File: src/usbpf_defines.vh
`ifndef USBPF_DEFINES_VH
`define USBPF_DEFINES_VH

`define USBPF_A_CTRL 8'h00
`define USBPF_A_TIMEOUT 8'h04
`define USBPF_A_DIVISOR 8'h08
`define USBPF_A_DIR 8'h0C
`define USBPF_A_STATUS 8'h10
`define USBPF_A_RXDATA 8'h14
`define USBPF_A_TXDATA 8'h18
`define USBPF_A_CHIPID 8'h1C
`define USBPF_A_USER 8'h20
`define USBPF_A_CRC16 8'h24
`define USBPF_A_CRC5 8'h28

`define USBPF_MODE_LSB 0
`define USBPF_MODE_MSB 1
`define USBPF_SUSPEND_BIT 2
`define USBPF_WAKE_EN_BIT 3
`define USBPF_CRC_INIT_BIT 31
`define USBPF_ST_RESUME_BIT 2

`define USBPF_MODE_FIFO 2'h0
`define USBPF_MODE_ASYNC 2'h1
`define USBPF_MODE_SYNC 2'h2

`define USBPF_CTRL_RESET 4'h8
`define USBPF_TIMEOUT_RESET 8'h10
`define USBPF_TIMEOUT_MIN 8'h02
`define USBPF_DIVISOR_RESET 16'h000A
`define USBPF_CRC16_INIT 16'hFFFF
`define USBPF_CRC16_POLY 16'hA001
`define USBPF_CRC5_INIT 5'h1F
`define USBPF_CRC5_POLY 5'h14

`define USBPF_RX_DEPTH 8'h80
`define USBPF_TX_DEPTH 9'h100

`define USBPF_CLK_NS 100
`define USBPF_MS_NS 1000000
`define USBPF_MS_CYCLES (`USBPF_MS_NS / `USBPF_CLK_NS)
`define USBPF_WAKE_MS 20
`define USBPF_WAKE_TICKS 5'h15

`endif

File: src/usbpf_bridge.v
// Contract
// - Async bit-bang turns data lines into GPIO
// - Async bit-bang paces host bytes to pins
// - Sync bit-bang samples pins per written byte
// - Receive flush timeout, default 16, 2..255 ms
// - Suspend with wake enabled makes flag input
// - Flag held low 20 ms requests resume
// - Fixed unique ID, readable over host only
// - Host bytes fill 128-byte receive buffer
// - Write strobe fills 256-byte transmit buffer
// - Controller moves bytes between buffers, pins
// - Everything runs from one reference clock
// - Derived clock paces bit-bang timer
// - Recovered host data enters serial engine
// - Serial engine generates CRC5 and CRC16
// - Host commands set timeout and mode
// - Host may rewrite user data area
// - Reset input resets all internal logic; the buffer storage in usbpf_mem has no reset
// - Read falling edge fetches, drives byte
// - Write falling edge captures pin byte
// - Space flag low only when buffer accepts
// - Avail flag low only with data ready
//
// Added by the designer: the address map and the APB interface to the registers.
`timescale 1ns/100ps
`default_nettype none
`include "usbpf_defines.vh"

module usbpf_bridge #(
  parameter [31:0] CHIP_ID = 32'h5A5A1234,
  parameter MS_CYCLES = `USBPF_MS_CYCLES
) (
  input wire pclk,
  input wire presetn,
  input wire psel,
  input wire penable,
  input wire pwrite,
  input wire [7:0] paddr,
  input wire [31:0] pwdata,
  output reg [31:0] prdata,
  output reg pready,
  output reg pslverr,
  input wire rd_strobe_n,
  input wire wr_strobe,
  input wire [7:0] parallel_data_pins_in,
  output reg [7:0] parallel_data_pins_out,
  output reg [7:0] parallel_data_pins_oe,
  input wire rx_avail_n_in,
  output reg rx_avail_n,
  output reg rx_avail_oe,
  output reg send_space_n,
  output reg send_space_oe,
  output reg resume_req
);

  // CHIP_ID default is arbitrary

  function [15:0] crc16_byte;
    input [15:0] c;
    input [7:0] b;
    integer i;
    reg [15:0] t;
    begin
      t = c;
      for (i = 0; i < 8; i = i + 1) begin
        if (t[0] ^ b[i]) begin
          t = (t >> 1) ^ `USBPF_CRC16_POLY;
        end else begin
          t = t >> 1;
        end
      end
      crc16_byte = t;
    end
  endfunction

  function [4:0] crc5_token;
    input [10:0] d;
    integer i;
    reg [4:0] t;
    begin
      t = `USBPF_CRC5_INIT;
      for (i = 0; i < 11; i = i + 1) begin
        if (t[0] ^ d[i]) begin
          t = (t >> 1) ^ `USBPF_CRC5_POLY;
        end else begin
          t = t >> 1;
        end
      end
      crc5_token = ~t;
    end
  endfunction

  reg [3:0] ctrl;
  reg [7:0] timeout;
  reg [15:0] divisor;
  reg [7:0] dir;
  reg [31:0] user;
  reg [15:0] crc16;
  reg [4:0] crc5;
  reg resume_sticky;
  reg rd_s1, rd_s2, rd_s3;
  reg wr_s1, wr_s2, wr_s3;
  reg [7:0] d_s1, d_s2;
  reg w_s1, w_s2;
  reg [6:0] rx_wptr, rx_rptr;
  reg [7:0] rx_cnt, rx_cnt_d;
  reg rx_pop_d;
  reg [7:0] tx_wptr, tx_rptr;
  reg [8:0] tx_cnt, tx_cnt_d;
  reg tx_pop_d;
  reg rx_release;
  reg rd_drive;
  reg [15:0] pace_cnt;
  reg [31:0] ms_cnt;
  reg [7:0] to_cnt;
  reg [4:0] wake_cnt;
  reg tx_rd_valid;

  wire [7:0] rx_dout;
  wire [7:0] tx_dout;
  wire [1:0] mode = ctrl[`USBPF_MODE_MSB:`USBPF_MODE_LSB];
  wire suspend = ctrl[`USBPF_SUSPEND_BIT];
  wire wake_en = ctrl[`USBPF_WAKE_EN_BIT];
  wire fifo_mode = (mode == `USBPF_MODE_FIFO);
  wire bb_mode = (mode == `USBPF_MODE_ASYNC) || (mode == `USBPF_MODE_SYNC);
  wire setup = psel && !penable;
  wire access = psel && penable && pready;
  wire wr_acc = access && pwrite;
  wire rd_fall = rd_s3 && !rd_s2;
  wire wr_fall = wr_s3 && !wr_s2;
  wire ms_tick = (ms_cnt == 32'h00000000);
  wire pace_tick = bb_mode && (pace_cnt == 16'h0000);
  // Registered read port: head byte valid two cycles after any pop
  wire rx_ready = (rx_cnt != 8'h00) && (rx_cnt_d != 8'h00) && !rx_pop_d;
  wire tx_ready = (tx_cnt != 9'h000) && (tx_cnt_d != 9'h000) && !tx_pop_d;
  wire rx_full = (rx_cnt == `USBPF_RX_DEPTH);
  wire tx_full = (tx_cnt == `USBPF_TX_DEPTH);
  wire rx_push = wr_acc && (paddr == `USBPF_A_RXDATA) && !rx_full;
  wire fifo_rd = fifo_mode && rd_fall && !rx_avail_n && rx_ready;
  wire bb_go = pace_tick && rx_ready && !(mode == `USBPF_MODE_SYNC && tx_full);
  wire rx_pop = fifo_rd || bb_go;
  wire fifo_wr = fifo_mode && wr_fall && !tx_full;
  // Async samples on every tick; sync only with each byte driven out
  wire bb_sample = ((mode == `USBPF_MODE_ASYNC) && pace_tick) ||
                   ((mode == `USBPF_MODE_SYNC) && bb_go);
  wire tx_push = fifo_wr || (bb_sample && !tx_full);
  wire tx_pop = access && !pwrite && (paddr == `USBPF_A_TXDATA) && tx_rd_valid;
  wire wake_fire = (wake_cnt == `USBPF_WAKE_TICKS - 5'h01) && ms_tick &&
                   suspend && wake_en && !w_s2;
  wire [7:0] tx_byte = fifo_wr ? d_s2 : d_s2;
  wire [8:0] next_tx_cnt = tx_cnt + {8'h00, tx_push} - {8'h00, tx_pop};
  wire [7:0] timeout_lim = (timeout < `USBPF_TIMEOUT_MIN) ? `USBPF_TIMEOUT_MIN : timeout;

  usbpf_mem #(.AW(7)) u_rx_mem (
    .pclk(pclk),
    .wr_en(rx_push),
    .wr_addr(rx_wptr),
    .wr_data(pwdata[7:0]),
    .rd_addr(rx_rptr),
    .rd_data(rx_dout)
  );

  usbpf_mem #(.AW(8)) u_tx_mem (
    .pclk(pclk),
    .wr_en(tx_push),
    .wr_addr(tx_wptr),
    .wr_data(tx_byte),
    .rd_addr(tx_rptr),
    .rd_data(tx_dout)
  );

  // Strobes and pins from outside pass two flops first
  // Strobes shorter than a clock period may be missed at this rate
  always @(posedge pclk or negedge presetn) begin
    if (!presetn) begin
      rd_s1 <= 1'b1;
      rd_s2 <= 1'b1;
      rd_s3 <= 1'b1;
      wr_s1 <= 1'b0;
      wr_s2 <= 1'b0;
      wr_s3 <= 1'b0;
      d_s1 <= 8'h00;
      d_s2 <= 8'h00;
      w_s1 <= 1'b1;
      w_s2 <= 1'b1;
    end else begin
      rd_s1 <= rd_strobe_n;
      rd_s2 <= rd_s1;
      rd_s3 <= rd_s2;
      wr_s1 <= wr_strobe;
      wr_s2 <= wr_s1;
      wr_s3 <= wr_s2;
      d_s1 <= parallel_data_pins_in;
      d_s2 <= d_s1;
      w_s1 <= rx_avail_n_in;
      w_s2 <= w_s1;
    end
  end

  // Buffers, one clock for all paths
  always @(posedge pclk or negedge presetn) begin
    if (!presetn) begin
      rx_wptr <= 7'h00;
      rx_rptr <= 7'h00;
      rx_cnt <= 8'h00;
      rx_cnt_d <= 8'h00;
      rx_pop_d <= 1'b0;
      tx_wptr <= 8'h00;
      tx_rptr <= 8'h00;
      tx_cnt <= 9'h000;
      tx_cnt_d <= 9'h000;
      tx_pop_d <= 1'b0;
    end else begin
      if (rx_push) begin
        rx_wptr <= rx_wptr + 7'h01;
      end
      if (rx_pop) begin
        rx_rptr <= rx_rptr + 7'h01;
      end
      rx_cnt <= rx_cnt + {7'h00, rx_push} - {7'h00, rx_pop};
      rx_cnt_d <= rx_cnt;
      rx_pop_d <= rx_pop;
      if (tx_push) begin
        tx_wptr <= tx_wptr + 8'h01;
      end
      if (tx_pop) begin
        tx_rptr <= tx_rptr + 8'h01;
      end
      tx_cnt <= next_tx_cnt;
      tx_cnt_d <= tx_cnt;
      tx_pop_d <= tx_pop;
    end
  end

  // Timers: millisecond prescaler, flush timeout, wake hold, pacer
  always @(posedge pclk or negedge presetn) begin
    if (!presetn) begin
      ms_cnt <= 32'h00000000;
      to_cnt <= 8'h00;
      rx_release <= 1'b0;
      wake_cnt <= 5'h00;
      pace_cnt <= 16'h0000;
    end else begin
      ms_cnt <= ms_tick ? MS_CYCLES - 1 : ms_cnt - 32'h00000001;
      if (rx_push) begin
        to_cnt <= 8'h00;
      end else if (ms_tick && to_cnt != 8'hFF) begin
        to_cnt <= to_cnt + 8'h01;
      end
      // Residue released to the reader after the timeout or when full
      if (rx_cnt == 8'h00) begin
        rx_release <= 1'b0;
      end else if (to_cnt >= timeout_lim || rx_full) begin
        rx_release <= 1'b1;
      end
      if (!(suspend && wake_en) || w_s2) begin
        wake_cnt <= 5'h00;
      end else if (ms_tick && wake_cnt != `USBPF_WAKE_TICKS) begin
        wake_cnt <= wake_cnt + 5'h01;
      end
      if (!bb_mode || pace_tick) begin
        pace_cnt <= (divisor == 16'h0000) ? 16'h0000 : divisor - 16'h0001;
      end else begin
        pace_cnt <= pace_cnt - 16'h0001;
      end
    end
  end

  // Pins and flags
  always @(posedge pclk or negedge presetn) begin
    if (!presetn) begin
      parallel_data_pins_out <= 8'h00;
      parallel_data_pins_oe <= 8'h00;
      rd_drive <= 1'b0;
      rx_avail_n <= 1'b1;
      rx_avail_oe <= 1'b0;
      send_space_n <= 1'b1;
      send_space_oe <= 1'b0;
      resume_req <= 1'b0;
    end else begin
      if (fifo_rd) begin
        parallel_data_pins_out <= rx_dout;
      end else if (bb_go) begin
        parallel_data_pins_out <= rx_dout;
      end
      if (fifo_rd) begin
        rd_drive <= 1'b1;
      end else if (rd_s2 || !fifo_mode) begin
        rd_drive <= 1'b0;
      end
      if (bb_mode) begin
        parallel_data_pins_oe <= dir;
      end else begin
        parallel_data_pins_oe <= (fifo_rd || (rd_drive && !rd_s2)) ? 8'hFF : 8'h00;
      end
      // Held high through a read cycle and one cycle after it
      rx_avail_n <= !(fifo_mode && rx_release && rx_ready && !fifo_rd &&
                      !rd_drive && rd_s2);
      rx_avail_oe <= !(suspend && wake_en);
      send_space_n <= !fifo_mode || (next_tx_cnt == `USBPF_TX_DEPTH) || wr_fall;
      send_space_oe <= 1'b1;
      resume_req <= wake_fire;
    end
  end

  // APB slave: one wait-free access phase, outputs registered
  always @(posedge pclk or negedge presetn) begin
    if (!presetn) begin
      ctrl <= `USBPF_CTRL_RESET;
      timeout <= `USBPF_TIMEOUT_RESET;
      divisor <= `USBPF_DIVISOR_RESET;
      dir <= 8'h00;
      user <= 32'h00000000;
      crc16 <= `USBPF_CRC16_INIT;
      crc5 <= 5'h00;
      resume_sticky <= 1'b0;
      prdata <= 32'h00000000;
      pready <= 1'b0;
      pslverr <= 1'b0;
      tx_rd_valid <= 1'b0;
    end else begin
      pready <= setup;
      if (wr_acc) begin
        case (paddr)
          `USBPF_A_CTRL: ctrl <= pwdata[3:0];
          `USBPF_A_TIMEOUT: timeout <= (pwdata[7:0] < `USBPF_TIMEOUT_MIN) ?
                                       `USBPF_TIMEOUT_MIN : pwdata[7:0];
          `USBPF_A_DIVISOR: divisor <= pwdata[15:0];
          `USBPF_A_DIR: dir <= pwdata[7:0];
          `USBPF_A_USER: user <= pwdata;
          `USBPF_A_CRC16: crc16 <= pwdata[`USBPF_CRC_INIT_BIT] ? `USBPF_CRC16_INIT :
                                   crc16_byte(crc16, pwdata[7:0]);
          `USBPF_A_CRC5: crc5 <= crc5_token(pwdata[10:0]);
          default: crc5 <= crc5;
        endcase
      end
      // Set wins over a clear in the same cycle
      if (wake_fire) begin
        resume_sticky <= 1'b1;
      end else if (wr_acc && paddr == `USBPF_A_STATUS && pwdata[`USBPF_ST_RESUME_BIT]) begin
        resume_sticky <= 1'b0;
      end
      if (setup) begin
        pslverr <= 1'b0;
        tx_rd_valid <= 1'b0;
        case (paddr)
          `USBPF_A_CTRL: prdata <= {28'h0000000, ctrl};
          `USBPF_A_TIMEOUT: prdata <= {24'h000000, timeout};
          `USBPF_A_DIVISOR: prdata <= {16'h0000, divisor};
          `USBPF_A_DIR: prdata <= {24'h000000, dir};
          `USBPF_A_STATUS: prdata <= {7'h00, tx_cnt, rx_cnt, 5'h00, resume_sticky,
                                      !send_space_n, !rx_avail_n};
          `USBPF_A_RXDATA: prdata <= 32'h00000000;
          `USBPF_A_TXDATA: begin
            prdata <= {23'h000000, tx_ready, tx_ready ? tx_dout : 8'h00};
            tx_rd_valid <= tx_ready && !pwrite;
          end
          `USBPF_A_CHIPID: prdata <= CHIP_ID;
          `USBPF_A_USER: prdata <= user;
          `USBPF_A_CRC16: prdata <= {16'h0000, ~crc16};
          `USBPF_A_CRC5: prdata <= {27'h0000000, crc5};
          default: begin
            prdata <= 32'h00000000;
            pslverr <= 1'b1;
          end
        endcase
        if (pwrite) begin
          prdata <= 32'h00000000;
          if (paddr == `USBPF_A_CHIPID || paddr == `USBPF_A_TXDATA ||
              (paddr == `USBPF_A_RXDATA && rx_full)) begin
            pslverr <= 1'b1;
          end
        end
      end else begin
        pslverr <= 1'b0;
      end
    end
  end

endmodule // usbpf_bridge

`default_nettype wire

File: src/usbpf_mem.v
`timescale 1ns/100ps
`default_nettype none

module usbpf_mem #(
  parameter AW = 7
) (
  input wire pclk,
  input wire wr_en,
  input wire [AW-1:0] wr_addr,
  input wire [7:0] wr_data,
  input wire [AW-1:0] rd_addr,
  output reg [7:0] rd_data
);

  reg [7:0] mem [0:(1<<AW)-1];

  // No reset: storage only, read data registered every cycle
  always @(posedge pclk) begin
    if (wr_en) begin
      mem[wr_addr] <= wr_data;
    end
    rd_data <= mem[rd_addr];
  end

endmodule // usbpf_mem

`default_nettype wire

File: config.mk
export PLATFORM = sky130hd
export DESIGN_NAME = usbpf_bridge
export DESIGN_NICKNAME = d
export VERILOG_FILES = /design/src/usbpf_bridge.v /design/src/usbpf_mem.v
export VERILOG_INCLUDE_DIRS = /design/src /design/src/src
export SDC_FILE = /design/constraint.sdc
export NUM_CORES = 2
export LEC_CHECK = 0
export ABC_AREA = 0
export BUFFER_PORTS_ARGS = -buffer_cell sky130_fd_sc_hd__buf_2
export CAP_MARGIN = 20
export CORE_ASPECT_RATIO = 1.25
export CORE_MARGIN = 3
export CORE_UTILIZATION = 60
export CTS_CLUSTER_DIAMETER = 40
export CTS_CLUSTER_SIZE = 25
export DETAILED_ROUTE_END_ITERATION = 10
export PLACE_DENSITY_LB_ADDON = 0.2
export SETUP_SLACK_MARGIN = 0.3
export SLEW_MARGIN = 5
export SYNTH_ARGS = -nofsm -noshare
export SYNTH_HDL_FRONTEND = slang
export SYNTH_HIERARCHICAL = 1
export SYNTH_SLANG_ARGS = --single-unit
export TNS_END_PERCENT = 1
File: constraint.sdc
create_clock -name pclk -period 10.7 [get_ports pclk]
set_clock_uncertainty 0.1 [all_clocks]
set_input_delay 1.07 -clock pclk [delete_from_list [all_inputs] [get_ports pclk]]
set_output_delay 1.07 -clock pclk [all_outputs]
set_load 0.01 [all_outputs]
==> out/metrics.json <==
{
  "grt.overflow.total": 0,
  "relSlewSlack": 0.151,
  "dieWidth_um": 428,
  "worst_r2r_path_depth": 11,
  "synth_compound_area_frac": 0.0307,
  "via_count": 67293,
  "clock_tree.root_cell": "clkbuf_16",
  "clock_buffer_count_from_cts": 351,
  "starting_utilization_of_the_core_area": 0.606,
  "avgSynthCellArea_um2": 20.1,
  "timing.critical_path.slowest_stage_cell": "nand4_1",
  "reg2reg_from": "pace_cnt[0]$_DFF_PN0_",
  "synth-adder-area-share": 0.00471,
  "timing.final.setup_violations": 0,
  "main_combinational_cell_family_by_area_after_synthesis": "multiplexers",
  "post-route-period-util": 0.504,
  "detail_route.vias_per_cell": 6.67,
  "yosysUniqueCellTypes": 93,
  "grt_pass1_wl_um": 471000,
  "yosysSeqAreaShare": 0.751,
  "postcts_resize_cnt": 0,
  "layout.cells.most_common_list": "edfxtp_1 (3072), mux4_2 (791), nor2_1 (507)",
  "critPathLaunchType": "flop",
  "dp_slack_ns": 5.44,
  "finalWorstSetupSlack_ns": 5.31,
  "synth-main-ff-cell": "edfxtp_1",
  "worstSetupPathType": "reg -> reg",
  "worst_skew_pair.late_latency_ns": 0.89,
  "max_cap_viol_count": 0,
  "hold_slack_ns": 0.144,
  "synth_cells": 6647,
  "post_layout_nonfiller_instances": 10083,
  "max_clock_freq_mhz": 186,
  "globalRouteTotalUtil": 0.283,
  "die_area_um2": 228000,
  "rsz0062_at_grt": "no",
  "dpl.hpwl_um": 197000,
  "final_nets": 6979,
  "gp_congestion": 0.896,
  "clk_pin_slew_worst_paths_ns": 0.07,
  "synth_xor_area_frac": 0.00895,
  "postSynthNetCount": 6752,
  "postSynthRegisterBits": 3387,
  "endpoint_kind": "flop",
  "io_buffer_count": 110,
  "async_reset_ff_frac": 0.0883,
  "dp_cells": 9425,
  "postRouteAntennaNets": 0,
  "grt_start_max_net_pins": 193,
  "worstPathCellList": "inv_1, ha_1, nor3b_1, nand4_1, or3_1, o32a_1, a31oi_4, buf_4, nand4_1, buf_4, nor2_1",
  "critPathArrivalTime_ns": 5.77,
  "drc": 0,
  "placementRows": 192,
  "worst_path_required_ns": 11.08,
  "synth_simple_gate_area_share": 0.0354,
  "firstDrtPassIters": 6,
  "sum_neg_setup_slack_ns": 0,
  "grt_pass1_vias": 68408,
  "drive_above_1_share": 0.257,
  "static-leakage-power_nw": 47.0,
  "post-cts-setup-buffers": 0,
  "htreeDepth": 5,
  "timing_worst_slew_pin_value_ns": 1.27,
  "top_level_ports": 111,
  "critPathMaxFanout": 28,
  "critical_path.reg2reg.endpoint": "u_tx_mem/mem[51][5]$_DFFE_PP_",
  "period_needed_ns": 5.39,
  "detail_route.wl_per_cell_um": 31.7,
  "grt_antenna_before_repair": 11,
  "status": "finished, final reports clean",
  "r2r_setup_slack_ns": 5.31,
  "ctsHoldBuffers": 0,
  "timing.hold.worst.class": "in -> async",
  "power_density_nw_per_um2": 193,
  "synth_edf_count": 3072,
  "synth_top_cell_by_area": "edfxtp_1",
  "cell_types_occupying_the_most_area_after_synthesis": "edfxtp_1 (69%), mux4_2 (13%), dfrtp_1 (5.1%), nor2_1 (1.4%), mux2i_1 (1.1%)",
  "tritoncts": "done",
  "dieHeight_um": 533,
  "drv_slew": 0,
  "core_region_area_um2": 220000,
  "areaGrowthSynthToFinish_pct": 12.0,
  "commonest_non_fill_non_tap_cell_in_the_layout": "edfxtp_1",
  "power.ir.vdd_worst_uv": 205,
  "cts_num_sinks": 3387,
  "wirelength_um": 320000,
  "critical_path.max_stage_delay_ns": 0.91,
  "netlist_area_um2": 133000,
  "multiplexer_share_of_the_synthesized_area": 0.152,
  "max-clock-path-buffers": 4,
  "synth_warnings": 6,
  "timing_hold_violations_final": 0,
  "yosys.area.top_type_share": 0.692,
  "iteration_0_drc_markers": 7934
}
-- cell families after synthesis --
logic type | Yosys count
AO/OA/AOI/OAI | 597
other | 1
XOR/XNOR | 133
flip-flops | 3387
multiplexers | 1025
buffers and inverters | 431
AND/OR/NAND/NOR | 1024
adder cells (fa/ha/maj) | 49
-- registers in the layout, summed over array words and instances (netlist names), 9 cells and up --
register      flops
u_rx_mem/mem   1024
tx_cnt            9
ms_cnt           32
u_tx_mem/mem   2048
crc16            16
prdata           32
user             32
pace_cnt         16
tx_cnt_d          9
divisor          16
-- worst max-delay path: cells and delay by family (launching register included) --
kind	cells	cell delay, ns
AO/OA/AOI/OAI	2	0.39
buffers and inverters	3	1.03
adder cells (fa/ha/maj)	1	0.16
AND/OR/NAND/NOR	5	2.87
flip-flops	1	0.40
-- cell usage after synthesis (42+ instances only) --
cell	n
dfrtp_1	272
mux2_2	89
xnor2_1	82
o22ai_1	44
buf_1	42
nor2b_1	43
o221ai_1	47
mux4_2	791
edfxtp_1	3072
xor2_1	49
clkbuf_1	201
buf_2	47
mux2i_1	143
nand3_1	80
nor3_1	68
nor4_1	42
o21ai_0	78
inv_1	58
nor2_1	511
a21oi_1	130
nand2_1	151
a22oi_1	143
ha_1	47
-- worst max-delay path by stage --
stage / from / end / slack (ns) / cells past startpoint
after floorplan: paddr[4] / send_space_n$_DFF_PN1_ / 6.16 / 15
after global placement: pace_cnt[0]$_DFF_PN0_ / u_tx_mem/mem[51][0]$_DFFE_PP_ / 5.43 / 11
after detailed placement: pace_cnt[0]$_DFF_PN0_ / u_tx_mem/mem[131][2]$_DFFE_PP_ / 5.44 / 11
final: pace_cnt[0]$_DFF_PN0_ / u_tx_mem/mem[51][5]$_DFFE_PP_ / 5.31 / 11
after global routing: pace_cnt[1]$_DFF_PN0_ / send_space_n$_DFF_PN1_ / 4.94 / 20
after CTS: pace_cnt[0]$_DFF_PN0_ / u_tx_mem/mem[51][5]$_DFFE_PP_ / 5.34 / 11
-- per-layer routing --
metal  up-vias  GRT usage  wire, µm
li1      27744          -         -
met1     35386      0.375    116000
met4        12      0.129     16500
met2      3417      0.468    163000
met3       734     0.0459     24700
met5         -          0        85
-- report_power, final --
| part | switching, W | internal [W] |
|---|---|---|
| Combinational | 0.000853 | 0.000731 |
| Clock | 0.00562 | 0.00703 |
| Sequential | 0.000125 | 0.0145 |
-- cell type report --
type,instances,area [µm²]
clock buffer,385,9160
inverter,60,225
timing repair buffer,245,1910
clock inverter,259,3080
sequential,3387,100000
fill,13600,70500
multi-input combinational,2829,31100
tap,2910,3640
antenna,8,20.0
-- per-stage QoR --
stage          area (µm²)  power (W)   util
3_3_place_gp       137000     0.0165  0.622
6_report           149000     0.0289  0.679
4_1_cts            149000     0.0291  0.678
5_1_grt            149000     0.0297  0.679
2_1_floorplan      133000     0.0160      -
3_5_place_dp       137000     0.0165  0.623
(Power assumes the default switching activity.)
